`src/inc/dtmfsr_consts.svh`:
```
`ifndef DTMFSR_CONSTS_SVH
`define DTMFSR_CONSTS_SVH

// Digit code width and bits per readout
`define DTMFSR_CODE_W 4
`define DTMFSR_SHIFT_PULSES 3'h4
// Reference clock rate in Hz
`define DTMFSR_REF_HZ 4194304
// System clock period in ns
`define DTMFSR_CLK_NS 10
// Guard time in microseconds (device guard when delayed, host guard when early)
`define DTMFSR_GUARD_US 40
`define DTMFSR_GUARD_CYC ((`DTMFSR_GUARD_US * 1000 + `DTMFSR_CLK_NS - 1) / `DTMFSR_CLK_NS)
// Host shift pulse half period, cycles
`define DTMFSR_HALF_CYC 8'h08
// Customary keypad codes, key index 0..15 = 1..9,0,*,#,A,B,C,D
`define DTMFSR_CODE_STAR 4'hB
`define DTMFSR_CODE_HASH 4'hC
`define DTMFSR_CODE_D 4'h0

`endif

```
`src/inc/dtmfsr_pkg.sv`:
```
package dtmfsr_pkg;
  typedef logic [3:0] dtmfsr_code_t;
  typedef logic [3:0] dtmfsr_key_t;
  typedef enum logic [2:0]
  {
    DTMFSR_H_IDLE = 3'h1,
    DTMFSR_H_HIGH = 3'h2,
    DTMFSR_H_LOW = 3'h4
  } dtmfsr_hstate_t;
endpackage

```
`src/inc/dtmfsr_if.sv`:
```
`timescale 1ns/10ps
`default_nettype none
interface dtmfsr_if;
  logic early_tone_flag;
  logic valid_digit_flag;
  logic serial_digit_out;
  logic shift_pulse_in;
  logic sleep_request;
  modport device (
    output early_tone_flag,
    output valid_digit_flag,
    output serial_digit_out,
    input shift_pulse_in,
    input sleep_request
  );
  modport host (
    input early_tone_flag,
    input valid_digit_flag,
    input serial_digit_out,
    output shift_pulse_in,
    output sleep_request
  );
endinterface
`default_nettype wire

```
`src/rtl/dtmfsr_host.sv`:
```
`timescale 1ns/10ps
`default_nettype none
`include "dtmfsr_consts.svh"
module dtmfsr_host #(
  parameter bit DELAYED = 1'b0,
  parameter int GUARD_CYC = `DTMFSR_GUARD_CYC
) (
  // Clock and reset
  input wire logic clk,
  input wire logic rst_n,
  // User side
  input wire logic sleep_cmd,
  output logic [3:0] digit,
  output logic digit_valid,
  output logic cadence,
  output logic [31:0] cadence_len,
  output logic cadence_edge,
  // Link to the device
  dtmfsr_if.host link
);
  import dtmfsr_pkg::*;

  logic [2:0] stf_q;
  logic [2:0] sdi_q;
  logic steer_lvl_q;
  logic sd_lvl_q;
  logic [31:0] gcnt_q;
  logic armed_q;
  logic done_q;
  dtmfsr_hstate_t st_q;
  logic [7:0] tcnt_q;
  logic [2:0] pcnt_q;
  logic [3:0] acc_q;
  logic shift_q;
  logic sleep_q;
  logic [31:0] clen_q;
  logic [3:0] quiet_q;

  // Input synchronisers, level taken when the two oldest stages agree
  always_ff @(posedge clk)
  begin
    if (!rst_n)
    begin
      stf_q <= 3'h0;
      sdi_q <= 3'h0;
      steer_lvl_q <= 1'b0;
      sd_lvl_q <= 1'b0;
    end
    else
    begin
      stf_q <= {stf_q[1:0], DELAYED ? link.valid_digit_flag : link.early_tone_flag};
      sdi_q <= {sdi_q[1:0], link.serial_digit_out};
      if (stf_q[1] == stf_q[2])
        steer_lvl_q <= stf_q[2];
      if (sdi_q[1] == sdi_q[2])
        sd_lvl_q <= sdi_q[2];
    end
  end

  always_ff @(posedge clk)
  begin
    if (!rst_n || !steer_lvl_q)
    begin
      gcnt_q <= 32'h0;
      armed_q <= 1'b0;
    end
    else if (DELAYED || gcnt_q >= GUARD_CYC - 1)
      armed_q <= 1'b1;
    else
      gcnt_q <= gcnt_q + 32'h1;
  end

  always_ff @(posedge clk)
  begin
    if (!rst_n)
      sleep_q <= 1'b0;
    else
      sleep_q <= sleep_cmd && st_q == DTMFSR_H_IDLE;
  end
  assign link.sleep_request = sleep_q;

  always_ff @(posedge clk)
  begin
    if (!rst_n)
    begin
      st_q <= DTMFSR_H_IDLE;
      tcnt_q <= 8'h0;
      pcnt_q <= 3'h0;
      acc_q <= 4'h0;
      shift_q <= 1'b0;
      done_q <= 1'b0;
      digit <= 4'h0;
      digit_valid <= 1'b0;
    end
    else
    begin
      digit_valid <= 1'b0;
      if (!steer_lvl_q)
        done_q <= 1'b0;
      unique case (st_q)
        DTMFSR_H_IDLE:
          if (armed_q && !done_q && !sleep_q && !sleep_cmd)
          begin
            st_q <= DTMFSR_H_HIGH;
            shift_q <= 1'b1;
            tcnt_q <= 8'h0;
            pcnt_q <= 3'h0;
          end
        DTMFSR_H_HIGH:
          if (tcnt_q == `DTMFSR_HALF_CYC - 8'h1)
          begin
            st_q <= DTMFSR_H_LOW;
            shift_q <= 1'b0;
            tcnt_q <= 8'h0;
          end
          else
            tcnt_q <= tcnt_q + 8'h1;
        DTMFSR_H_LOW:
          if (tcnt_q == `DTMFSR_HALF_CYC - 8'h1)
          begin
            acc_q <= {acc_q[2:0], sd_lvl_q};
            tcnt_q <= 8'h0;
            if (pcnt_q == `DTMFSR_SHIFT_PULSES - 3'h1)
            begin
              st_q <= DTMFSR_H_IDLE;
              digit <= {acc_q[2:0], sd_lvl_q};
              digit_valid <= 1'b1;
              done_q <= 1'b1;
            end
            else
            begin
              st_q <= DTMFSR_H_HIGH;
              shift_q <= 1'b1;
              pcnt_q <= pcnt_q + 3'h1;
            end
          end
          else
            tcnt_q <= tcnt_q + 8'h1;
      endcase
    end
  end
  assign link.shift_pulse_in = shift_q;

  always_ff @(posedge clk)
  begin
    if (!rst_n)
    begin
      cadence <= 1'b0;
      clen_q <= 32'h0;
      cadence_len <= 32'h0;
      cadence_edge <= 1'b0;
      quiet_q <= 4'h0;
    end
    else
    begin
      cadence_edge <= 1'b0;
      quiet_q <= {quiet_q[2:0], 1'b0};
      // Serial pin lags steering, so stay deaf a few cycles more
      if (steer_lvl_q || st_q != DTMFSR_H_IDLE)
      begin
        clen_q <= 32'h0;
        quiet_q <= 4'hF;
      end
      else if (quiet_q != 4'h0)
        clen_q <= 32'h0;
      else if (sd_lvl_q != cadence)
      begin
        cadence <= sd_lvl_q;
        cadence_len <= clen_q;
        cadence_edge <= 1'b1;
        clen_q <= 32'h1; // Edge cycle opens the new level
      end
      else
        clen_q <= clen_q + 32'h1;
    end
  end
endmodule
`default_nettype wire

```
`src/flat_wrapper.sv`:
```
// flat-port wrapper written by rule: the top's interface ports become plain ports
module dtmfsr_host_flat import dtmfsr_pkg::*;
#(
  parameter bit DELAYED = 1'b0,
  parameter int GUARD_CYC = `DTMFSR_GUARD_CYC
)
  (clk, rst_n, sleep_cmd, digit, digit_valid, cadence, cadence_len, cadence_edge, link_early_tone_flag, link_valid_digit_flag, link_serial_digit_out, link_shift_pulse_in, link_sleep_request);
  dtmfsr_if link_i ();
  input wire logic clk;
  input wire logic rst_n;
  input wire logic sleep_cmd;
  output logic [3:0] digit;
  output logic digit_valid;
  output logic cadence;
  output logic [31:0] cadence_len;
  output logic cadence_edge;
  input wire logic [$bits(link_i.early_tone_flag)-1:0] link_early_tone_flag;
  input wire logic [$bits(link_i.valid_digit_flag)-1:0] link_valid_digit_flag;
  input wire logic [$bits(link_i.serial_digit_out)-1:0] link_serial_digit_out;
  output wire logic [$bits(link_i.shift_pulse_in)-1:0] link_shift_pulse_in;
  output wire logic [$bits(link_i.sleep_request)-1:0] link_sleep_request;
  assign link_i.early_tone_flag = link_early_tone_flag;
  assign link_i.valid_digit_flag = link_valid_digit_flag;
  assign link_i.serial_digit_out = link_serial_digit_out;
  assign link_shift_pulse_in = link_i.shift_pulse_in;
  assign link_sleep_request = link_i.sleep_request;
  dtmfsr_host #(.DELAYED(DELAYED), .GUARD_CYC(GUARD_CYC)) u_core (.clk(clk), .rst_n(rst_n), .sleep_cmd(sleep_cmd), .digit(digit), .digit_valid(digit_valid), .cadence(cadence), .cadence_len(cadence_len), .cadence_edge(cadence_edge), .link(link_i));
endmodule
```
`config.mk`:
```
export PLATFORM = sky130hd
export DESIGN_NAME = dtmfsr_host_flat
export DESIGN_NICKNAME = d
export VERILOG_FILES = /design/src/inc/dtmfsr_pkg.sv /design/src/inc/dtmfsr_if.sv /design/src/rtl/dtmfsr_host.sv /design/src/flat_wrapper.sv
export VERILOG_INCLUDE_DIRS = /design/src /design/src/inc
export SDC_FILE = /design/constraint.sdc
export NUM_CORES = 1
export LEC_CHECK = 0
export ABC_AREA = 1
export BUFFER_PORTS_ARGS = -buffer_cell sky130_fd_sc_hd__buf_2
export CORE_UTILIZATION = 43
export DETAILED_ROUTE_END_ITERATION = 16
export GPL_TIMING_DRIVEN = 0
export MAX_ROUTING_LAYER = met4
export SLEW_MARGIN = 20
export SYNTH_ARGS = -nofsm -noshare
export SYNTH_HDL_FRONTEND = slang
export SYNTH_SLANG_ARGS = --single-unit
export TNS_END_PERCENT = 50
```
`constraint.sdc`:
```
create_clock -name clk -period 2.3 [get_ports clk]
set_clock_uncertainty 0.2 [all_clocks]
set_input_delay 0.345 -clock clk [delete_from_list [all_inputs] [get_ports clk]]
set_output_delay 0.345 -clock clk [all_outputs]
set_load 0.05 [all_outputs]
```
; ---- Word level (Yosys, flattened, before mapping)
; Cells that the tools add are included.
; Widths: inputs -> output; s select.
[word_totals]
register_bits = 136
latch_bits = 0
ramBits = 0
rom_bits = 0
output_inout_bits = 41
elab_cells = 90
mem_count = 0
[op_classes]
addsub = 4
n_mul = 0
div = 0
magnitude_cmp = 1
eq_ne = 13
n_shift = 0
n_mux = 25
bitwise_logic = 3
n_reduce_logical = 23
[op_table]
columns = operator, n
row1 = $add 32x1->32 const B, 2
row2 = $ge 32x12->1 const B, 1
row3 = $mux 3, 6
row4 = $mux 8, 2
row5 = $pmux 8 s2, 1
row6 = $reduce_and 3->1, 4
row7 = $mux 1, 11
row8 = $pmux 3 s3, 1
row9 = $add 8x1->8 const B, 1
row10 = $eq 8x3->1 const B, 1
row11 = $reduce_and 4->1, 2
row12 = $eq 3x2->1 const B, 2
row13 = $pmux 3 s2, 1
row14 = $logic_not 1->1, 5
row15 = $logic_and 1x1->1, 4
row16 = $mux 4, 1
row17 = $ne 2x1->1 const B, 2
row18 = $ne 2x2->1 const B, 2
row19 = $reduce_bool 4->1, 1
row20 = $reduce_or 4->1, 1
row21 = $add 3x1->3 const B, 1
row22 = $eq 3x1->1 const B, 1
row23 = $eq 3x3->1 const B, 1
row24 = $ne 3x1->1 const B, 1
row25 = 10 further kinds, 14

; ---- Depth between registers and ports, before layout
; Gate-level depths: netlist of run 1.
[depth]
ltp_word = 6
depth_mapped = 10
mapped_depth_nobuf = 10

; ---- Worst setup path before layout of run 1
; No wires, ideal clock.
[synth_timing]
path_kind = register to register
start = reg u_core.cadence
end = reg u_core.cadence_len[1]
setup_ns = 0.132
arrival_ns = 1.440
required_time_ns = 1.968
setup_slack_ns = 0.528
path_stages_with_launch = 6
n_path_buf = 1
synth_period_minus_slack_ns = 1.772
cell_sequence = dfxtp_1 xor2_2 nand3_2 clkbuf_1 nand2_1 a21oi_1
[synth_between]
elab_chain_len = 2
[synth_rtl]
columns = element, line
row1 = start: declaration, dtmfsr_host.sv:15  ; output logic cadence,
row2 = start signal: assignment, dtmfsr_host.sv:168  ; cadence <= sd_lvl_q;
row3 = $ne 1x1->1, dtmfsr_host.sv:166  ; else if (sd_lvl_q != cadence)
row4 = $reduce_and 3->1 (no source line), --
row5 = end signal: assignment, dtmfsr_host.sv:169  ; cadence_len <= clen_q;
row6 = end: declaration, dtmfsr_host.sv:16  ; output logic [31:0] cadence_len,
; Every way passes these cells.
; A chain may end at the register's enable or synchronous reset.

; ---- Final worst setup path of run 1
[layout_timing]
start = reg u_core.clen_q[0]
end = reg u_core.clen_q[20]
[layout_between]
elab_chain_len = 1
[layout_rtl]
columns = element, line
row1 = start: declaration, dtmfsr_host.sv:36  ; logic [31:0] clen_q;
row2 = start signal: assignment, dtmfsr_host.sv:174  ; clen_q <= clen_q + 32'h1;
row3 = $add 32x1->32, dtmfsr_host.sv:174
; Every way passes these cells.

==> results of run 1 <==
final timing paths:
kind,depth (start not counted),slack [ns],endpoint
hold / removal,3,0.03,u_core.stf_q[2]
setup reg to reg,8,0.23,u_core.clen_q[20]
hold reg to reg,2,0.21,u_core.stf_q[1]
setup / recovery,8,0.23,u_core.clen_q[20]
registers in the layout, summed over array words and instances (netlist names), 3 cells and up:
name,count
u_core.acc_q,3
u_core.cadence_len,32
u_core.clen_q,32
u_core.tcnt_q,8
u_core.digit,4
u_core.sdi_q,3
u_core.pcnt_q,3
u_core.stf_q,3
u_core.st_q,3
u_core.quiet_q,4
u_core.gcnt_q,32
power by group:
| group | switching, mW | leakage [nW] | internal [mW] |
|---|---|---|---|
| logic | 0.506 | 1.36 | 0.209 |
| clock network | 0.962 | 0.289 | 1.73 |
| registers | 0.0494 | 1.10 | 2.45 |
| total | 1.52 | 2.74 | 4.39 |
what timing repair did:
item                                   in CTS  in global routing
endpoints found under the hold margin       3                  0
hold buffers                                3                  0
setup buffers                               0                  0
metrics by stage:
stage | hold WS [ns] | cells | worst slack, ns | utilization | instance area, um^2
2_1_floorplan | 0.190 | 780 | 0.528 | - | 5630
3_3_place_gp | 0.194 | 997 | 0.209 | 0.479 | 6070
3_5_place_dp | 0.201 | 997 | 0.230 | 0.479 | 6070
4_1_cts | 0.0135 | 1032 | 0.206 | 0.528 | 6690
5_1_grt | 0.0362 | 1032 | 0.0424 | 0.528 | 6690
6_report | 0.0310 | 1032 | 0.228 | 0.528 | 6690
kinds of logic (layout without fill, tap and decap cells):
family	Yosys count	count (layout)	synth area share
compound gates	89	89	0.0814
xor+xnor	17	17	0.0278
fa+ha+maj	5	5	0.0111
buf+inv	122	202	0.0876
flops	136	136	0.484
simple gates	411	411	0.308
worst max-delay path, stage by stage, from the launching register on:
cell,delay [ns]
dfxtp_1,0.37
ha_1,0.18
nand2_1,0.09
nor2_2,0.21
nand3_1,0.25
nor2_2,0.27
nand2_1,0.15
o21ai_0,0.19
nor2_1,0.06
cell usage in the layout, fill, tap and decap left out, drive strengths merged, types with 5 or more instances in the layout:
cell and count:
nand2 210, dfxtp 136, nor2 119, inv 99, a21oi 63, buf 54, nand3 47, clkbuf 38
o21ai 20, nand4 11, nor3 11, xor2 9, xnor2 8, or2 7, ha 5
final cells by class:
cell class	count	area, um^2
Clock buffer	25	505
Tap cell	172	215
Clock inverter	7	90.1
Sequential cell	136	2720
Inverter	100	377
Timing Repair Buffer	48	255
Multi-Input combinational cell	522	2410
Buffer	22	116
Fill cell	1253	5980
per-layer routing:
metal | routed length [um] | track usage | up-vias
li1 | - | - | 2564
met1 | 5590 | 0.225 | 2246
met2 | 5630 | 0.327 | 63
met3 | 404 | 0.0555 | 15
met4 | 160 | 0.0684 | 0
met5 | 0 | - | -
==> impl_metrics.ini, run 1 <==
[detailed_routing]
drc_errors = 0
ant_nets = 0
avgRoutedWirePerCell_um = 11.4
routed_wl_um = 11800
drt_iter0_drc = 218
dr.pass1.iters = 5
vias = 4888
vias_per_cell = 4.74

[setup_path]
critPathLaunch = u_core.clen_q[0]
critical_path_peak_fanout = 5
crit_path_end_kind = flip-flop
cp_data_arrival_time_ns = 2.18
required_ns = 2.41
r2r-start = u_core.clen_q[0]
cp-start-kind = flip-flop
worstSetupPathType = flip-flop to flip-flop

[sta]
slew_violations = 0
period_needed_ns = 2.07
maxClockFrequency_mhz = 483
slew_headroom = 0.653
finalHoldViolations = 0
tightest_slew_ns = 0.520
rsz0062_at_grt = no
setup_tns_ns = 0
finalSetupViolations = 0
fin_crit_sh = 0.901

[synth]
yosysMostFrequentCell = nand2_1
synth_cells = 780
synth-async-reset-ratio = 0
synth_cell_types = 35
yosys-top-cells-area = dfxtp_1, nand2_1, nor2_1
synth-main-ff-cell = dfxtp_1
synth_edf_count = 0
synth_seq_cells = 136
syn_area_per_cell_um2 = 7.21
yosysWarnings = 0
synthesis.nets = 791
yosys.area.top_type = dfxtp_1
synth_top_area_share = 0.484
synthesis.area_um2 = 5630
synth_common_cells = nand2_1, dfxtp_1, nor2_1
seq_area_frac_synth = 0.484

[floorplan]
die_x_um = 116
core_um2 = 12700
num_rows = 41
die_h_um = 116
io_pins = 47
dieArea_um2 = 13500
start_util = 0.444

[finish]
area_delta_synth_final_pct = 19.0
final_layout_size_suffix_gt1_frac = 0.119
nets = 858
num_antenna_cells = 0

[cts]
h-tree-depth = 4
ctsLongestPathBuffers = 2
ctsRootBufferMaster = clkbuf_16
cts_tree = built
cts_resized = 0
clock_sinks = 136
numCtsBuffers = 17
insertion_delay_ns = 0.42
clk_pin_slew_ns = 0.06

[power]
power.leakage_nw = 2.74
vdd_drop_max_mv = 0.431
finalPower_mw = 5.91
p_per_area_nw_per_um2 = 883

[global_routing]
grt_pass1_wl_um = 20000
grt_max_degree = 17
antenna_found_initial = 0
grt_overflow_total = 0
gr-usage-all-layers = 0.196
grt_pass1_vias = 4542

[run_status]
outcome = finished, final reports clean

[placement]
io_buffers = 45
dp_hpwl_um = 8570
gp_congestion = 0.853

[worst_hold_path]
hold_class = input pin to flip-flop
hp-start = rst_n

[job]
drv_cap = 0
Power figures use the tool's default switching activity.
==> run 2: changes to the inputs <==
--- a/config.mk
+++ b/config.mk
@@ -9,4 +9,5 @@
 export ABC_AREA = 1
 export BUFFER_PORTS_ARGS = -buffer_cell sky130_fd_sc_hd__buf_2
+export CORE_MARGIN = 8
 export CORE_UTILIZATION = 43
 export DETAILED_ROUTE_END_ITERATION = 16
==> constraint.sdc (replaced) <==
create_clock -name clk -period 2.3 [get_ports clk]
set_clock_uncertainty 0.2 [all_clocks]
set_input_delay 0.23 -clock clk [delete_from_list [all_inputs] [get_ports clk]]
set_output_delay 0.23 -clock clk [all_outputs]
set_load 0.05 [all_outputs]
==> impl_metrics.ini, run 2 (synthesized netlist as in run 1, its figures left out) <==
[setup_path]
critical_path_peak_fanout = 5
reg2reg_to = u_core.clen_q[20]
path_depth = 8
critical-path-top-delay-family = simple AND/OR/NAND/NOR gates
worstSetupPathType = flip-flop to flip-flop
crit_chain = ha_1 -> nand2_1 -> nor2_2 -> nand3_1 -> nor2_2 -> nand2_1 -> o21ai_0 -> nor2_1
crit_path_end_kind = flip-flop
cp-start-kind = flip-flop
max_stage_delay_ns = 0.37
r2r_slack_ns = 0.23
crit_slowest_cell = dfxtp_1
critPathLaunch = u_core.clen_q[0]
required_ns = 2.40
cp_data_arrival_time_ns = 2.17
endpoint = u_core.clen_q[20]
r2r_cells = 8
r2r-start = u_core.clen_q[0]
critPathBufInv = 0

[global_routing]
grt_max_degree = 17
top_usage_layer = met2
gr-usage-all-layers = 0.156
grt_pass1_vias = 4764
grtUsageMet3 = 0.0361
grt_use_met2 = 0.252
grt_overflow_total = 0
antenna_found_initial = 0
grt_pass1_wl_um = 20800
grt_util_met1 = 0.181

[cts]
cts_setup_buffers = 0
h-tree-depth = 4
insertion_delay_ns = 0.41
numCtsBuffers = 17
ctsLongestPathBuffers = 2
hold_buffers = 4
cts_tree = built
clk_pin_slew_ns = 0.06
ctsRootBufferMaster = clkbuf_16
cts_resized = 0
clock_sinks = 136

[detailed_routing]
ant_nets = 0
drt_iter0_drc = 290
dr.pass1.iters = 4
avgRoutedWirePerCell_um = 11.8
vias_per_cell = 4.72
vias = 4873
drc_errors = 0
routed_wl_um = 12200

[finish]
fin_area_um2 = 6730
final_layout_size_suffix_gt1_frac = 0.120
layout_commonest_cell = nand2_1
fin_cells = 1033
top_regs = u_core.cadence_len: 32 flops, u_core.clen_q: 32 flops, u_core.gcnt_q: 32 flops
multi_input_area_um2 = 2410
num_antenna_cells = 0
area_delta_synth_final_pct = 19.7
postLayoutCoreUtil = 0.529
register_area_um2 = 2720
nets = 859
layout_common_cells = nand2_1, dfxtp_1, nor2_1, inv_1, a21oi_1
fillers = 1291

[placement]
dp_hpwl_um = 8860
dp_slack_ns = 0.245
io_buffers = 45
dpl-instance-area_um2 = 6070
place_inst = 997
gp_congestion = 0.829

[sta]
slew_violations = 0
fin_crit_sh = 0.901
tightest_slew_ns = 0.538
finalSetupViolations = 0
period_needed_ns = 2.07
hold_ws_ns = 0.209
setup_tns_ns = 0
maxClockFrequency_mhz = 483
slew_headroom = 0.641
finalHoldViolations = 0
rsz0062_at_grt = no
layout_setup_ws_ns = 0.228

[floorplan]
start_util = 0.442
io_pins = 47
die_x_um = 130
num_rows = 41
dieArea_um2 = 17000
core_um2 = 12700
die_h_um = 130

[worst_hold_path]
hold_class = flip-flop to flip-flop

[power]
power.leakage_nw = 2.77
vdd_drop_max_mv = 0.543
finalPower_mw = 6.05
p_per_area_nw_per_um2 = 899

[job]
drv_cap = 0

[run_status]
outcome = finished, final reports clean
[run 2: worst register-to-register path: cells and delay by family, from the launching register on]
family	cells	cell delay [ns]
fa+ha+maj	1	0.19
flops	1	0.37
compound gates	1	0.19
simple gates	6	1.01
[run 2: cell type report]
class,count,share of cell area
inverter,100,0.0559
timing repair buffer,49,0.0394
clock inverter,7,0.0167
multi-input combinational,522,0.358
tap,172,0.0320
buffer,22,0.0173
sequential,136,0.404
clock buffer,25,0.0766
[run 2: worst min-delay path by stage]
stage          slack, ns  depth (start not counted)         endpoint             startpoint
2_1_floorplan       0.13                          2  u_core.sdi_q[0]  link_serial_digit_out
3_3_place_gp        0.19                          2  u_core.sdi_q[1]        u_core.sdi_q[0]
3_5_place_dp        0.20                          2  u_core.stf_q[1]        u_core.stf_q[0]
4_1_cts             0.21                          2  u_core.stf_q[1]        u_core.stf_q[0]
5_1_grt             0.23                          2  u_core.sdi_q[1]        u_core.sdi_q[0]
6_report            0.21                          2  u_core.stf_q[1]        u_core.stf_q[0]
[run 2: power breakdown]
part / internal, mW / switching (mW) / total (mW)
Sequential: 2.45 / 0.0496 / 2.50
Clock: 1.87 / 0.959 / 2.83
Combinational: 0.209 / 0.510 / 0.719
Total: 4.53 / 1.52 / 6.05
[run 2: routing by layer]
| metal | vias up | part of all wire | wire, um |
|---|---|---|---|
| met1 | 2219 | 0.49 | 5950 |
| met3 | 18 | 0.030 | 369 |
| li1 | 2570 | - | - |
| met4 | 0 | 0.016 | 193 |
| met2 | 66 | 0.47 | 5710 |
| met5 | - | 0 | 0 |
